File: src/hw/i2c_slave_regs.svh
`ifndef I2C_SLAVE_REGS_SVH
`define I2C_SLAVE_REGS_SVH
// ----------------------------------------
// register byte addresses
// ----------------------------------------
`define OFS_CONTROL0 8'h00
`define OFS_CONTROL1 8'h04
`define OFS_SLAVE_ADDR 8'h08
`define OFS_DATA_BUF 8'h0C
`define OFS_TIMEOUT 8'h10
// ----------------------------------------
// reset values and timing
// ----------------------------------------
`define POR_CONTROL0 8'h00
`define POR_CONTROL1 8'h81
`define POR_SLAVE_ADDR 7'h00
`define POR_TIMEOUT 8'h00
`define SUB_DIVIDE 5'h1F
`define BITS_PER_BYTE 4'h8
`define CONTROL0_ENABLE_BIT 0
`endif

File: src/hw/i2c_slave_pkg.sv
package i2c_slave_pkg;
    typedef struct packed {
        logic byteComplete;
        logic addrMatch;
        logic busBusy;
        logic txSelect;
        logic txAckLevel;
        logic readRequest;
        logic wakeEnable;
        logic rxAck;
    } control1_type;
    typedef struct packed {
        logic enable;
        logic flag;
        logic [5:0] period;
    } timeout_type;
    typedef struct packed {
        logic hsel;
        logic [31:0] haddr;
        logic [1:0] htrans;
        logic hwrite;
        logic [2:0] hsize;
        logic [31:0] hwdata;
        logic hready;
    } ahb_req_type;
    typedef enum logic [8:0] {
        ST_IDLE = 9'b0_0000_0001,
        ST_ADDR = 9'b0_0000_0010,
        ST_ACKA = 9'b0_0000_0100,
        ST_HOLD = 9'b0_0000_1000,
        ST_TX = 9'b0_0001_0000,
        ST_TXACK = 9'b0_0010_0000,
        ST_RX = 9'b0_0100_0000,
        ST_RXACK = 9'b0_1000_0000,
        ST_WAITSTOP = 9'b1_0000_0000
    } state_type;
endpackage

File: src/hw/i2c_slave_transfer_timeout.sv
// Function
// [RULE_01] read bit one makes slave transmit
// [RULE_02] read bit zero makes slave receive
// [RULE_03] acknowledge own matching calling address
// [RULE_04] master stops after missing address acknowledge
// [RULE_05] transmit select follows read request flag
// [RULE_06] eight bit bytes, msb first
// [RULE_07] receiver drives ack level ninth clock
// [RULE_08] transmitter releases sda on no acknowledge
// [RULE_09] transmitter checks ack, else waits stop
// [RULE_10] bytes pass through serial data buffer
// [RULE_11] scl held until buffer write or read
// [RULE_12] timeout counts from match, scl fall clears
// [RULE_13] timeout when period passes without fall
// [RULE_14] stop condition halts timeout counting
// [RULE_15] overflow stops counter, flags, raises event
// [RULE_16] timeout resets engine and control one
// [RULE_17] software clears timeout flag by write
// [RULE_18] period is (select+1)*32 subclock cycles
// [RULE_19] seven address bits then read bit
// [RULE_20] address match sets flag and event
// [RULE_21] byte complete flag and event per byte
// [RULE_22] received ack flag reflects ninth clock
// [RULE_23] scl and sda synchronised before use
// [RULE_24] subclock synchronised before counting
//
// Local design decisions: the placing of the registers and the AHB-Lite register port.
`include "i2c_slave_regs.svh"
`timescale 1ns/10ps
`default_nettype none
module i2c_slave_transfer_timeout (
    // clock and reset
    input wire logic sys_clk,
    input wire logic sys_rst,
    // register bus
    input wire i2c_slave_pkg::ahb_req_type ahbReq,
    output logic [31:0] hrdata,
    output logic hreadyout,
    output logic hresp,
    // i2c pins, open drain
    input wire logic sclIn,
    output logic sclOut,
    output logic sclOe,
    input wire logic sdaIn,
    output logic sdaOut,
    output logic sdaOe,
    // slow clock and event
    input wire logic low_speed_subclock,
    output logic i2cEvent
);
    import i2c_slave_pkg::*;

    // ----------------------------------------
    // synchronisers and edge detection
    // ----------------------------------------
    logic [2:0] sclSync_reg, sdaSync_reg, subSync_reg;
    always_ff @(posedge sys_clk or posedge sys_rst) begin
        if (sys_rst) begin
            sclSync_reg <= 3'b111;
            sdaSync_reg <= 3'b111;
            subSync_reg <= 3'b000;
        end else begin
            sclSync_reg <= {sclSync_reg[1:0], sclIn}; // RULE_23
            sdaSync_reg <= {sdaSync_reg[1:0], sdaIn}; // RULE_23
            subSync_reg <= {subSync_reg[1:0], low_speed_subclock}; // RULE_24
        end
    end
    logic sclRise, sclFall, startDet, stopDet, subRise, sdaNow;
    assign sdaNow = sdaSync_reg[1];
    assign sclRise = sclSync_reg[1] & ~sclSync_reg[2];
    assign sclFall = ~sclSync_reg[1] & sclSync_reg[2];
    // start and stop need scl high in both samples so an scl edge is not misread
    assign startDet = sclSync_reg[1] & sclSync_reg[2] & ~sdaSync_reg[1] & sdaSync_reg[2];
    assign stopDet = sclSync_reg[1] & sclSync_reg[2] & sdaSync_reg[1] & ~sdaSync_reg[2];
    assign subRise = subSync_reg[1] & ~subSync_reg[2]; // RULE_24

    function automatic logic hit(input logic [7:0] a, input logic [7:0] ofs);
        hit = (a == ofs);
    endfunction

    // ----------------------------------------
    // state
    // ----------------------------------------
    state_type state_reg, state_next;
    control1_type ctrl1_reg, ctrl1_next;
    timeout_type to_reg, to_next;
    logic [7:0] ctrl0_reg, ctrl0_next;
    logic [6:0] slaveAddr_reg, slaveAddr_next;
    logic [7:0] dataBuf_reg, dataBuf_next;
    logic [7:0] shift_reg, shift_next;
    logic [3:0] bitCnt_reg, bitCnt_next;
    logic [4:0] subDiv_reg, subDiv_next;
    logic [5:0] toCnt_reg, toCnt_next;
    logic toRun_reg, toRun_next;
    logic wrPend_reg, wrPend_next;
    logic [7:0] wrAddr_reg, wrAddr_next;
    logic [31:0] hrdata_next;
    logic sclOe_next, sdaOe_next, event_next;

    logic addrPhase, rdTake, toTick, toExpire;
    logic [7:0] rdVal, wdat;

    always_comb begin
        addrPhase = ahbReq.hsel & ahbReq.htrans[1] & ahbReq.hready;
        rdTake = addrPhase & ~ahbReq.hwrite;
        wdat = ahbReq.hwdata[7:0];
        state_next = state_reg;
        ctrl0_next = ctrl0_reg;
        ctrl1_next = ctrl1_reg;
        to_next = to_reg;
        slaveAddr_next = slaveAddr_reg;
        dataBuf_next = dataBuf_reg;
        shift_next = shift_reg;
        bitCnt_next = bitCnt_reg;
        sclOe_next = sclOe;
        sdaOe_next = sdaOe;
        event_next = 1'b0;
        wrPend_next = addrPhase & ahbReq.hwrite;
        wrAddr_next = ahbReq.haddr[7:0];
        // software register writes land in the data phase
        if (wrPend_reg) begin
            if (hit(wrAddr_reg, `OFS_CONTROL0)) ctrl0_next = wdat;
            if (hit(wrAddr_reg, `OFS_SLAVE_ADDR)) slaveAddr_next = wdat[7:1];
            if (hit(wrAddr_reg, `OFS_DATA_BUF)) dataBuf_next = wdat; // RULE_10
            if (hit(wrAddr_reg, `OFS_CONTROL1)) begin
                ctrl1_next.txSelect = wdat[4]; // RULE_05
                ctrl1_next.txAckLevel = wdat[3];
                ctrl1_next.wakeEnable = wdat[1];
            end
            if (hit(wrAddr_reg, `OFS_TIMEOUT)) begin
                to_next.enable = wdat[7];
                to_next.flag = to_reg.flag & wdat[6]; // RULE_17
                to_next.period = wdat[5:0];
            end
        end
        unique case (ahbReq.haddr[7:0])
            `OFS_CONTROL0: rdVal = ctrl0_reg;
            `OFS_CONTROL1: rdVal = ctrl1_reg;
            `OFS_SLAVE_ADDR: rdVal = {slaveAddr_reg, 1'b0};
            `OFS_DATA_BUF: rdVal = dataBuf_reg;
            `OFS_TIMEOUT: rdVal = to_reg;
            default: rdVal = 8'h00;
        endcase
        hrdata_next = rdTake ? {24'h00_0000, rdVal} : 32'h0000_0000;

        // protocol engine
        unique case (state_reg)
            ST_IDLE, ST_WAITSTOP: begin
                sdaOe_next = 1'b0; // RULE_09
                sclOe_next = 1'b0;
            end
            ST_ADDR: begin
                if (sclRise && bitCnt_reg < `BITS_PER_BYTE) begin
                    shift_next = {shift_reg[6:0], sdaNow}; // RULE_19
                    bitCnt_next = bitCnt_reg + 4'h1;
                end
                if (sclFall && bitCnt_reg == `BITS_PER_BYTE) begin
                    bitCnt_next = 4'h0;
                    if (shift_reg[7:1] == slaveAddr_reg) begin
                        ctrl1_next.addrMatch = 1'b1; // RULE_20
                        ctrl1_next.readRequest = shift_reg[0]; // RULE_19
                        ctrl1_next.txSelect = shift_reg[0]; // RULE_01 RULE_02 RULE_05
                        sdaOe_next = 1'b1; // RULE_03
                        event_next = 1'b1; // RULE_20
                        state_next = ST_ACKA;
                    end else begin
                        state_next = ST_WAITSTOP; // not us: stay off the bus
                    end
                end
            end
            ST_ACKA, ST_RXACK: begin
                if (sclFall) begin
                    sdaOe_next = 1'b0;
                    sclOe_next = 1'b1; // RULE_11
                    state_next = ST_HOLD;
                end
            end
            ST_HOLD: begin
                // firmware must touch the buffer before the master may clock again
                if (wrPend_reg && hit(wrAddr_reg, `OFS_DATA_BUF) && ctrl1_reg.txSelect) begin
                    shift_next = wdat; // RULE_10
                    sdaOe_next = ~wdat[7]; // RULE_06
                    sclOe_next = 1'b0; // RULE_11
                    bitCnt_next = 4'h0;
                    ctrl1_next.byteComplete = 1'b0; // RULE_21
                    state_next = ST_TX; // RULE_01
                end else if (rdTake && hit(ahbReq.haddr[7:0], `OFS_DATA_BUF)
                             && !ctrl1_reg.txSelect) begin
                    sclOe_next = 1'b0; // RULE_11
                    bitCnt_next = 4'h0;
                    ctrl1_next.byteComplete = 1'b0; // RULE_21
                    state_next = ST_RX; // RULE_02
                end
            end
            ST_TX: begin
                if (sclFall) begin
                    bitCnt_next = bitCnt_reg + 4'h1;
                    shift_next = {shift_reg[6:0], 1'b0};
                    sdaOe_next = ~shift_reg[6]; // RULE_06
                    if (bitCnt_reg == `BITS_PER_BYTE - 4'h1) begin
                        sdaOe_next = 1'b0;
                        ctrl1_next.byteComplete = 1'b1; // RULE_21
                        event_next = 1'b1;
                        state_next = ST_TXACK;
                    end
                end
            end
            ST_TXACK: begin
                if (sclRise) ctrl1_next.rxAck = sdaNow; // RULE_22
                if (sclFall) begin
                    if (!ctrl1_reg.rxAck) begin
                        sclOe_next = 1'b1; // RULE_09 RULE_11
                        state_next = ST_HOLD;
                    end else begin
                        state_next = ST_WAITSTOP; // RULE_08
                    end
                end
            end
            ST_RX: begin
                if (sclRise && bitCnt_reg < `BITS_PER_BYTE) begin
                    shift_next = {shift_reg[6:0], sdaNow}; // RULE_06
                    bitCnt_next = bitCnt_reg + 4'h1;
                end
                if (sclFall && bitCnt_reg == `BITS_PER_BYTE) begin
                    dataBuf_next = shift_reg; // RULE_10
                    sdaOe_next = ~ctrl1_reg.txAckLevel; // RULE_07
                    ctrl1_next.byteComplete = 1'b1; // RULE_21
                    event_next = 1'b1;
                    state_next = ST_RXACK;
                end
            end
            default: state_next = ST_IDLE;
        endcase
        if (startDet) begin
            ctrl1_next.busBusy = 1'b1;
            ctrl1_next.addrMatch = 1'b0;
            bitCnt_next = 4'h0;
            sdaOe_next = 1'b0;
            sclOe_next = 1'b0;
            state_next = ST_ADDR;
        end else if (stopDet) begin
            ctrl1_next.busBusy = 1'b0;
            sdaOe_next = 1'b0;
            sclOe_next = 1'b0;
            state_next = ST_IDLE;
        end

        // time-out: subclock / 32 ticks, counted while a matched transfer runs
        subDiv_next = subRise ? subDiv_reg + 5'h01 : subDiv_reg;
        toTick = subRise && subDiv_reg == `SUB_DIVIDE; // RULE_18
        toExpire = toRun_reg && toTick && toCnt_reg == to_reg.period; // RULE_13 RULE_18
        toRun_next = toRun_reg;
        toCnt_next = toCnt_reg;
        if (ctrl1_next.addrMatch && !ctrl1_reg.addrMatch && to_reg.enable) begin
            toRun_next = 1'b1; // RULE_12
            toCnt_next = 6'h00;
        end else if (stopDet || !to_reg.enable) begin
            toRun_next = 1'b0; // RULE_14
        end else if (sclFall) begin
            toCnt_next = 6'h00; // RULE_12
        end else if (toRun_reg && toTick) begin
            toCnt_next = toCnt_reg + 6'h01;
        end
        if (toExpire) begin
            toRun_next = 1'b0; // RULE_15
            toCnt_next = 6'h00;
            to_next.enable = 1'b0; // RULE_15
            to_next.flag = 1'b1; // RULE_15
            event_next = 1'b1; // RULE_15
            ctrl1_next = `POR_CONTROL1; // RULE_16
            sdaOe_next = 1'b0; // RULE_16
            sclOe_next = 1'b0;
            bitCnt_next = 4'h0;
            state_next = ST_IDLE; // RULE_16
        end
    end

    always_ff @(posedge sys_clk or posedge sys_rst) begin
        if (sys_rst) begin
            state_reg <= ST_IDLE;
            ctrl0_reg <= `POR_CONTROL0;
            ctrl1_reg <= `POR_CONTROL1;
            to_reg <= `POR_TIMEOUT;
            slaveAddr_reg <= `POR_SLAVE_ADDR;
            dataBuf_reg <= 8'h00;
            shift_reg <= 8'h00;
            bitCnt_reg <= 4'h0;
            subDiv_reg <= 5'h00;
            toCnt_reg <= 6'h00;
            toRun_reg <= 1'b0;
            wrPend_reg <= 1'b0;
            wrAddr_reg <= 8'h00;
            hrdata <= 32'h0000_0000;
            hreadyout <= 1'b0;
            hresp <= 1'b0;
            sclOut <= 1'b0;
            sdaOut <= 1'b0;
            sclOe <= 1'b0;
            sdaOe <= 1'b0;
            i2cEvent <= 1'b0;
        end else begin
            state_reg <= state_next;
            ctrl0_reg <= ctrl0_next;
            ctrl1_reg <= ctrl1_next;
            to_reg <= to_next;
            slaveAddr_reg <= slaveAddr_next;
            dataBuf_reg <= dataBuf_next;
            shift_reg <= shift_next;
            bitCnt_reg <= bitCnt_next;
            subDiv_reg <= subDiv_next;
            toCnt_reg <= toCnt_next;
            toRun_reg <= toRun_next;
            wrPend_reg <= wrPend_next;
            wrAddr_reg <= wrAddr_next;
            hrdata <= hrdata_next;
            hreadyout <= 1'b1;
            hresp <= 1'b0;
            sclOut <= 1'b0;
            sdaOut <= 1'b0;
            sclOe <= sclOe_next;
            sdaOe <= sdaOe_next;
            i2cEvent <= event_next;
        end
    end
endmodule
`default_nettype wire

File: config.mk
export PLATFORM = sky130hd
export DESIGN_NAME = i2c_slave_transfer_timeout
export DESIGN_NICKNAME = d
export VERILOG_FILES = /design/src/hw/i2c_slave_pkg.sv /design/src/hw/i2c_slave_transfer_timeout.sv
export VERILOG_INCLUDE_DIRS = /design/src /design/src/hw
export SDC_FILE = /design/constraint.sdc
export NUM_CORES = 1
export LEC_CHECK = 0
export BUFFER_PORTS_ARGS = -buffer_cell sky130_fd_sc_hd__buf_2
export CAP_MARGIN = 0
export CELL_PAD_IN_SITES_DETAIL_PLACEMENT = 1
export CELL_PAD_IN_SITES_GLOBAL_PLACEMENT = 1
export CORE_UTILIZATION = 38
export DETAILED_ROUTE_END_ITERATION = 8
export GPL_TIMING_DRIVEN = 0
export PLACE_DENSITY_LB_ADDON = 0.1
export SYNTH_ARGS = -nofsm -noshare
export SYNTH_HDL_FRONTEND = slang
export SYNTH_SLANG_ARGS = --single-unit
File: constraint.sdc
create_clock -name sys_clk -period 3.4 [get_ports sys_clk]
set_input_delay 0.68 -clock sys_clk [delete_from_list [all_inputs] [get_ports sys_clk]]
set_output_delay 0.68 -clock sys_clk [all_outputs]
set_load 0.05 [all_outputs]
# Word level (Yosys, flattened, before mapping)
# Index checks and enable logic that the tools add are counted.
# classes
reduce_logical	50
eq_ne	43
bitwise_logic	22
magnitude_cmp	1
n_addsub	3
n_mux	93
# op_table
op	n
two-way mux 9 bit	13
two-way mux 8 bit	11
case mux 9 bit (7 select lines)	1
inequality test 5 bit (second input constant)	10
two-way mux 1 bit	46
case mux 8 bit (5 select lines)	1
== test 8 x 4 -> 1 bit (second input constant)	4
two-way mux 6 bit	5
two-way mux 4 bit	7
case mux 8 bit (3 select lines)	1
== test 8 x 3 -> 1 bit (second input constant)	2
== test 8 x 5 -> 1 bit (second input constant)	2
zero test 8 bit	2
case mux 4 bit (4 select lines)	1
nonzero test 2 bit	8
AND reduction 2 bit	7
bitwise AND 1 bit	13
inequality test 3 bit (second input constant)	4
inequality test 4 bit (second input constant)	3
logical AND 1 bit	11
AND reduction 5 bit	2
== test 9 x 1 -> 1 bit (second input constant)	1
== test 9 x 2 -> 1 bit (second input constant)	1
== test 9 x 3 -> 1 bit (second input constant)	1
other kinds (35)	55
# totals
wordCells	242
regBits	102
input_bits	77

# Depth between registers and ports, before layout
# depth
depth_word	11
depth_mapped	9

# Worst setup path before layout
# No wires, ideal clock.
# synth_timing
path_type	flip-flop to flip-flop
start	register wrAddr_reg[5]
end	register bitCnt_reg[0]
setup_slack_ns	0.844
required_ns	3.280
stages_incl_launch_ff	10
arrival_ns	2.436
synth_period_minus_slack_ns	2.556
n_path_buf	3
cell_sequence	dfrtp_1 or4b_1 buf_2 or4b_4 buf_6 o211ai_2 and3b_1 buf_4 o21ai_2 a31o_2
# synth_between
elab_chain_cells	7
# synth_rtl
item	line_no	rtl
from (decl)	i2c_slave_transfer_timeout.sv:96	logic [7:0] wrAddr_reg, wrAddr_next;
from (signal assigned)	i2c_slave_transfer_timeout.sv:314	wrAddr_reg <= wrAddr_next;
== test 8 x 4 -> 1 bit *	i2c_slave_transfer_timeout.sv:78	hit = (a == ofs);
logical AND 1 bit * (2 in series)	i2c_slave_transfer_timeout.sv:180	if (wrPend_reg && hit(wrAddr_reg, `OFS_DATA_BUF) && ctrl1_reg.txSelect) begin
two-way mux 4 bit	i2c_slave_transfer_timeout.sv:180	
case mux 4 bit (4 select lines)	i2c_slave_transfer_timeout.sv:147	unique case (state_reg)
two-way mux 4 bit	i2c_slave_transfer_timeout.sv:234	if (startDet) begin
two-way mux 4 bit	i2c_slave_transfer_timeout.sv:264	if (toExpire) begin
to (signal assigned)	i2c_slave_transfer_timeout.sv:309	bitCnt_reg <= bitCnt_next;
to (decl)	i2c_slave_transfer_timeout.sv:91	logic [3:0] bitCnt_reg, bitCnt_next;
# Every way passes the cells marked *; elsewhere a longest branch is shown, timed or not.
# A chain may end at the register's enable or synchronous reset.

# Worst setup path in the final report
# layout_timing
start	register state_reg[0]
end	register dataBuf_reg[3]
# layout_between
elab_chain_cells	2
# layout_rtl
item	line_no	rtl
from (decl)	i2c_slave_transfer_timeout.sv:84	state_type state_reg, state_next;
from (signal assigned)	i2c_slave_transfer_timeout.sv:302	state_reg <= state_next;
== test 9 x 7 -> 1 bit	i2c_slave_transfer_timeout.sv:147	
two-way mux 8 bit	i2c_slave_transfer_timeout.sv:147	
named net dataBuf_next[3]	i2c_slave_transfer_timeout.sv:89	logic [7:0] dataBuf_reg, dataBuf_next;
to (signal assigned)	i2c_slave_transfer_timeout.sv:307	dataBuf_reg <= dataBuf_next;
to (decl)	i2c_slave_transfer_timeout.sv:89	
# The timed path passes the listed nets, and every way through them passes these cells.

==> impl_metrics.toml <==
[clock_tree]
cts_resized = 0
cts_sinks = 102
cts_buffers = 9
cts_tree = "built"
postCtsSetupRepairBufs = 0
cts-htree-levels = 3
clk-insertion-delay-late_ps = 350
cts_hold_buf = 0
clock_path_buffers = 2
clockRootBuffer = "clkbuf_16"
clk_pin_slew_ps = 70

[status]
status = "finished clean"

[synthesis]
synth_top_cell_area_share = 0.435
synthTopCellsByArea = "dfrtp_1 (44%), mux2_2 (8.0%), dfstp_2 (4.4%), buf_4 (3.9%), mux2i_1 (3.0%)"
synth_warnings = 0
synthMuxAreaShare = 0.110
syn_area_um2 = 5350
synth_flop_cell = "dfrtp_1"
synth-seq-cells = 102
async_flop_share = 1.00
yosysSeqAreaShare = 0.479
ys_types = 67
synth_top_family_by_area = "simple AND/OR/NAND/NOR gates"
avgSynthCellArea_um2 = 10.6
synth_fa_ha_area_frac = 0.0117
synth-edff-count = 0
synth_compound_area_frac = 0.135
synth-simple-area-share = 0.162
synth_xor_area_frac = 0.0377
postSynthCellCount = 504
synth_top_area_cell = "dfrtp_1"

[worst_setup_path]
worst-path-max-fanout = 10
critPathCaptureType = "flip-flop"
crit_buf_inv = 3
cp.arrival_ps = 3420
critPathKind = "flip-flop to flip-flop"
path_delay_family = "simple AND/OR/NAND/NOR gates"
crit_chain = "clkbuf_1 -> or4_1 -> nor3_1 -> and3_1 -> clkbuf_1 -> clkbuf_1 -> nand2_1 -> o21ai_0"
crit_top_cell = "clkbuf_1"
worst_setup_path_start_kind = "flip-flop"
crit_slowest_cell = "or4_1"
cp.required_ps = 3650
max_stage_delay_ps = 620

[detailed_routing]
wirelength_mm = 14.6
ant_nets = 0
first_pass_iters = 4
vias = 4163
avgRoutedWirePerCell_um = 19.2
via_per_inst = 5.48
drc = 0
drt-initial-drc-count = 247

[timing]
grt_setup_unrepaired = "no"
slew_violations = 0
skew_ps = 9.76
slew_headroom = 0.127
layout_min_cycle_time_ps = 3170
setup_viol_count_final = 0
worst_pin_slew_ps = 1300
setup_slack_ps = 228
fmax_mhz = 315
fin_tns_setup_ps = 0
hold_violations = 0
period_share = 0.933

[worst_hold_path]
min_path_type = "flip-flop to flip-flop"

[grt]
grt.busiest_layer = "met2"
grt_pass1_wl_mm = 23.6
met2_usage = 0.344
grt_pass1_vias = 4306
use_met1 = 0.301
grt_max_degree = 59
grt_usage = 0.215
use_met3 = 0.0255
grt_overflow = 0
antenna_found_initial = 0

[placement]
dp_hpwl_mm = 10.8
gp_congestion = 0.876
io_buffers = 36
pre_cts_ws_ps = 67.0

[floorplanning]
fp-row-count = 42
core_um2 = 13500
die-area_um2 = 14600
pin_count = 116
die_height_um = 121
fp.dieW_um = 121
start_util = 0.396

[final_layout]
nFillCells = 1509
nets = 660
largest_reg_flops = 9
drive_gt1_frac = 0.242
areaGrowthSynthToFinish_pct = 15.3
diodes = 0

[pwr]
powerDensity_nw_per_um2 = 489
ir_drop_mv = 0.220
p_leak_uw = 0.00282

[job]
cap_violations = 0
==> metal layers <==
| metal | share of wire | wire [um] |
|---|---|---|
| met1 | 0.48 | 6940 |
| met2 | 0.48 | 7070 |
| met4 | 0.013 | 187 |
| met3 | 0.026 | 379 |
| met5 | 0 | 0 |
==> layout by cell type (no fill, tap or decap), types with 5 or more instances in the layout <==
| cell type | Yosys | final |
|---|---|---|
| mux2i_1 | 16 | 16 |
| a222oi_1 | 8 | 8 |
| a21oi_1 | 23 | 23 |
| o21ai_0 | 27 | 27 |
| o31ai_1 | 5 | 5 |
| nor2b_1 | 5 | 5 |
| nor4_1 | 6 | 6 |
| clkbuf_16 | 0 | 9 |
| buf_2 | 1 | 37 |
| and3_1 | 6 | 6 |
| xnor2_1 | 18 | 18 |
| nand2b_1 | 9 | 9 |
| nand2_1 | 28 | 28 |
| nor2_1 | 35 | 35 |
| dfrtp_1 | 93 | 93 |
| ha_1 | 5 | 5 |
| xor2_1 | 5 | 5 |
| nand4_1 | 7 | 7 |
| conb_1 | 2 | 28 |
| a22oi_1 | 8 | 8 |
| nor3_1 | 11 | 10 |
| nand3_1 | 10 | 10 |
| buf_4 | 28 | 28 |
| dfstp_2 | 9 | 9 |
| inv_1 | 12 | 11 |
| clkbuf_1 | 16 | 18 |
| mux2_2 | 38 | 38 |
==> path summary, 6_finish.rpt <==
check | from | end | cells after the start | slack (ps)
setup / recovery | state_reg[0] | dataBuf_reg[3] | 8 | 230
setup reg to reg | state_reg[0] | dataBuf_reg[3] | 8 | 230
hold reg to reg | subSync_reg[0] | subSync_reg[1] | 0 | 350
max in group asynchronous | sys_rst | state_reg[0] | 3 | 2190
hold / removal | subSync_reg[0] | subSync_reg[1] | 0 | 350
min in group asynchronous | sys_rst | ctrl0_reg[1] | 2 | 470
==> cells by family after synthesis <==
| kind of cell | count (synthesis) |
|---|---|
| buffers and inverters | 59 |
| and+or+nand+nor | 154 |
| other | 2 |
| AOI/OAI and AO/OA | 105 |
| DFF | 102 |
| muxes | 54 |
| xor gates and xnor gates | 23 |
| adders and majority gates | 5 |
==> power breakdown <==
group	internal [uW]	total, uW	switching, uW
Sequential	1330	1440	115
Clock	567	1000	436
Combinational	242	570	328
==> cell usage after synthesis, drive strengths merged (4+ instances only) <==
cell / count
xor2: 5
a211o: 4
nor2b: 5
nand2: 28
o211ai: 4
nor3b: 4
nand2b: 9
a21oi: 23
nand4: 7
o31ai: 5
nor4: 6
nand4b: 4
dfrtp: 93
a22oi: 8
mux2: 38
xnor2: 18
nand3: 10
or4: 4
ha: 5
inv: 12
and3: 6
clkbuf: 16
nor3: 11
nor2: 35
o21ai: 28
mux2i: 16
a222oi: 8
dfstp: 9
buf: 31
==> metrics by stage <==
stage / total power, uW / utilization / hold slack [ps] / std cells / area (um^2)
after global placement: 2000 / 0.433 / 333 / 742 / 5850
final: 3020 / 0.457 / 350 / 759 / 6170
after floorplan: 1860 / - / 331 / 530 / 5450
after detailed placement: 2030 / 0.435 / 338 / 743 / 5880
after global routing: 3170 / 0.457 / 360 / 759 / 6170
after CTS: 3050 / 0.456 / 352 / 759 / 6160
==> cell type report <==
type,instances,area [um^2],area share
sequential,102,2560,0.416
multi-input combinational,369,2550,0.414
buffer,47,290,0.0471
clock buffer,11,233,0.0377
tap,176,220,0.0357
timing repair buffer,37,208,0.0337
clock inverter,5,52.6,0.00852
inverter,12,47.5,0.00771
Power figures use the tool's default switching activity.
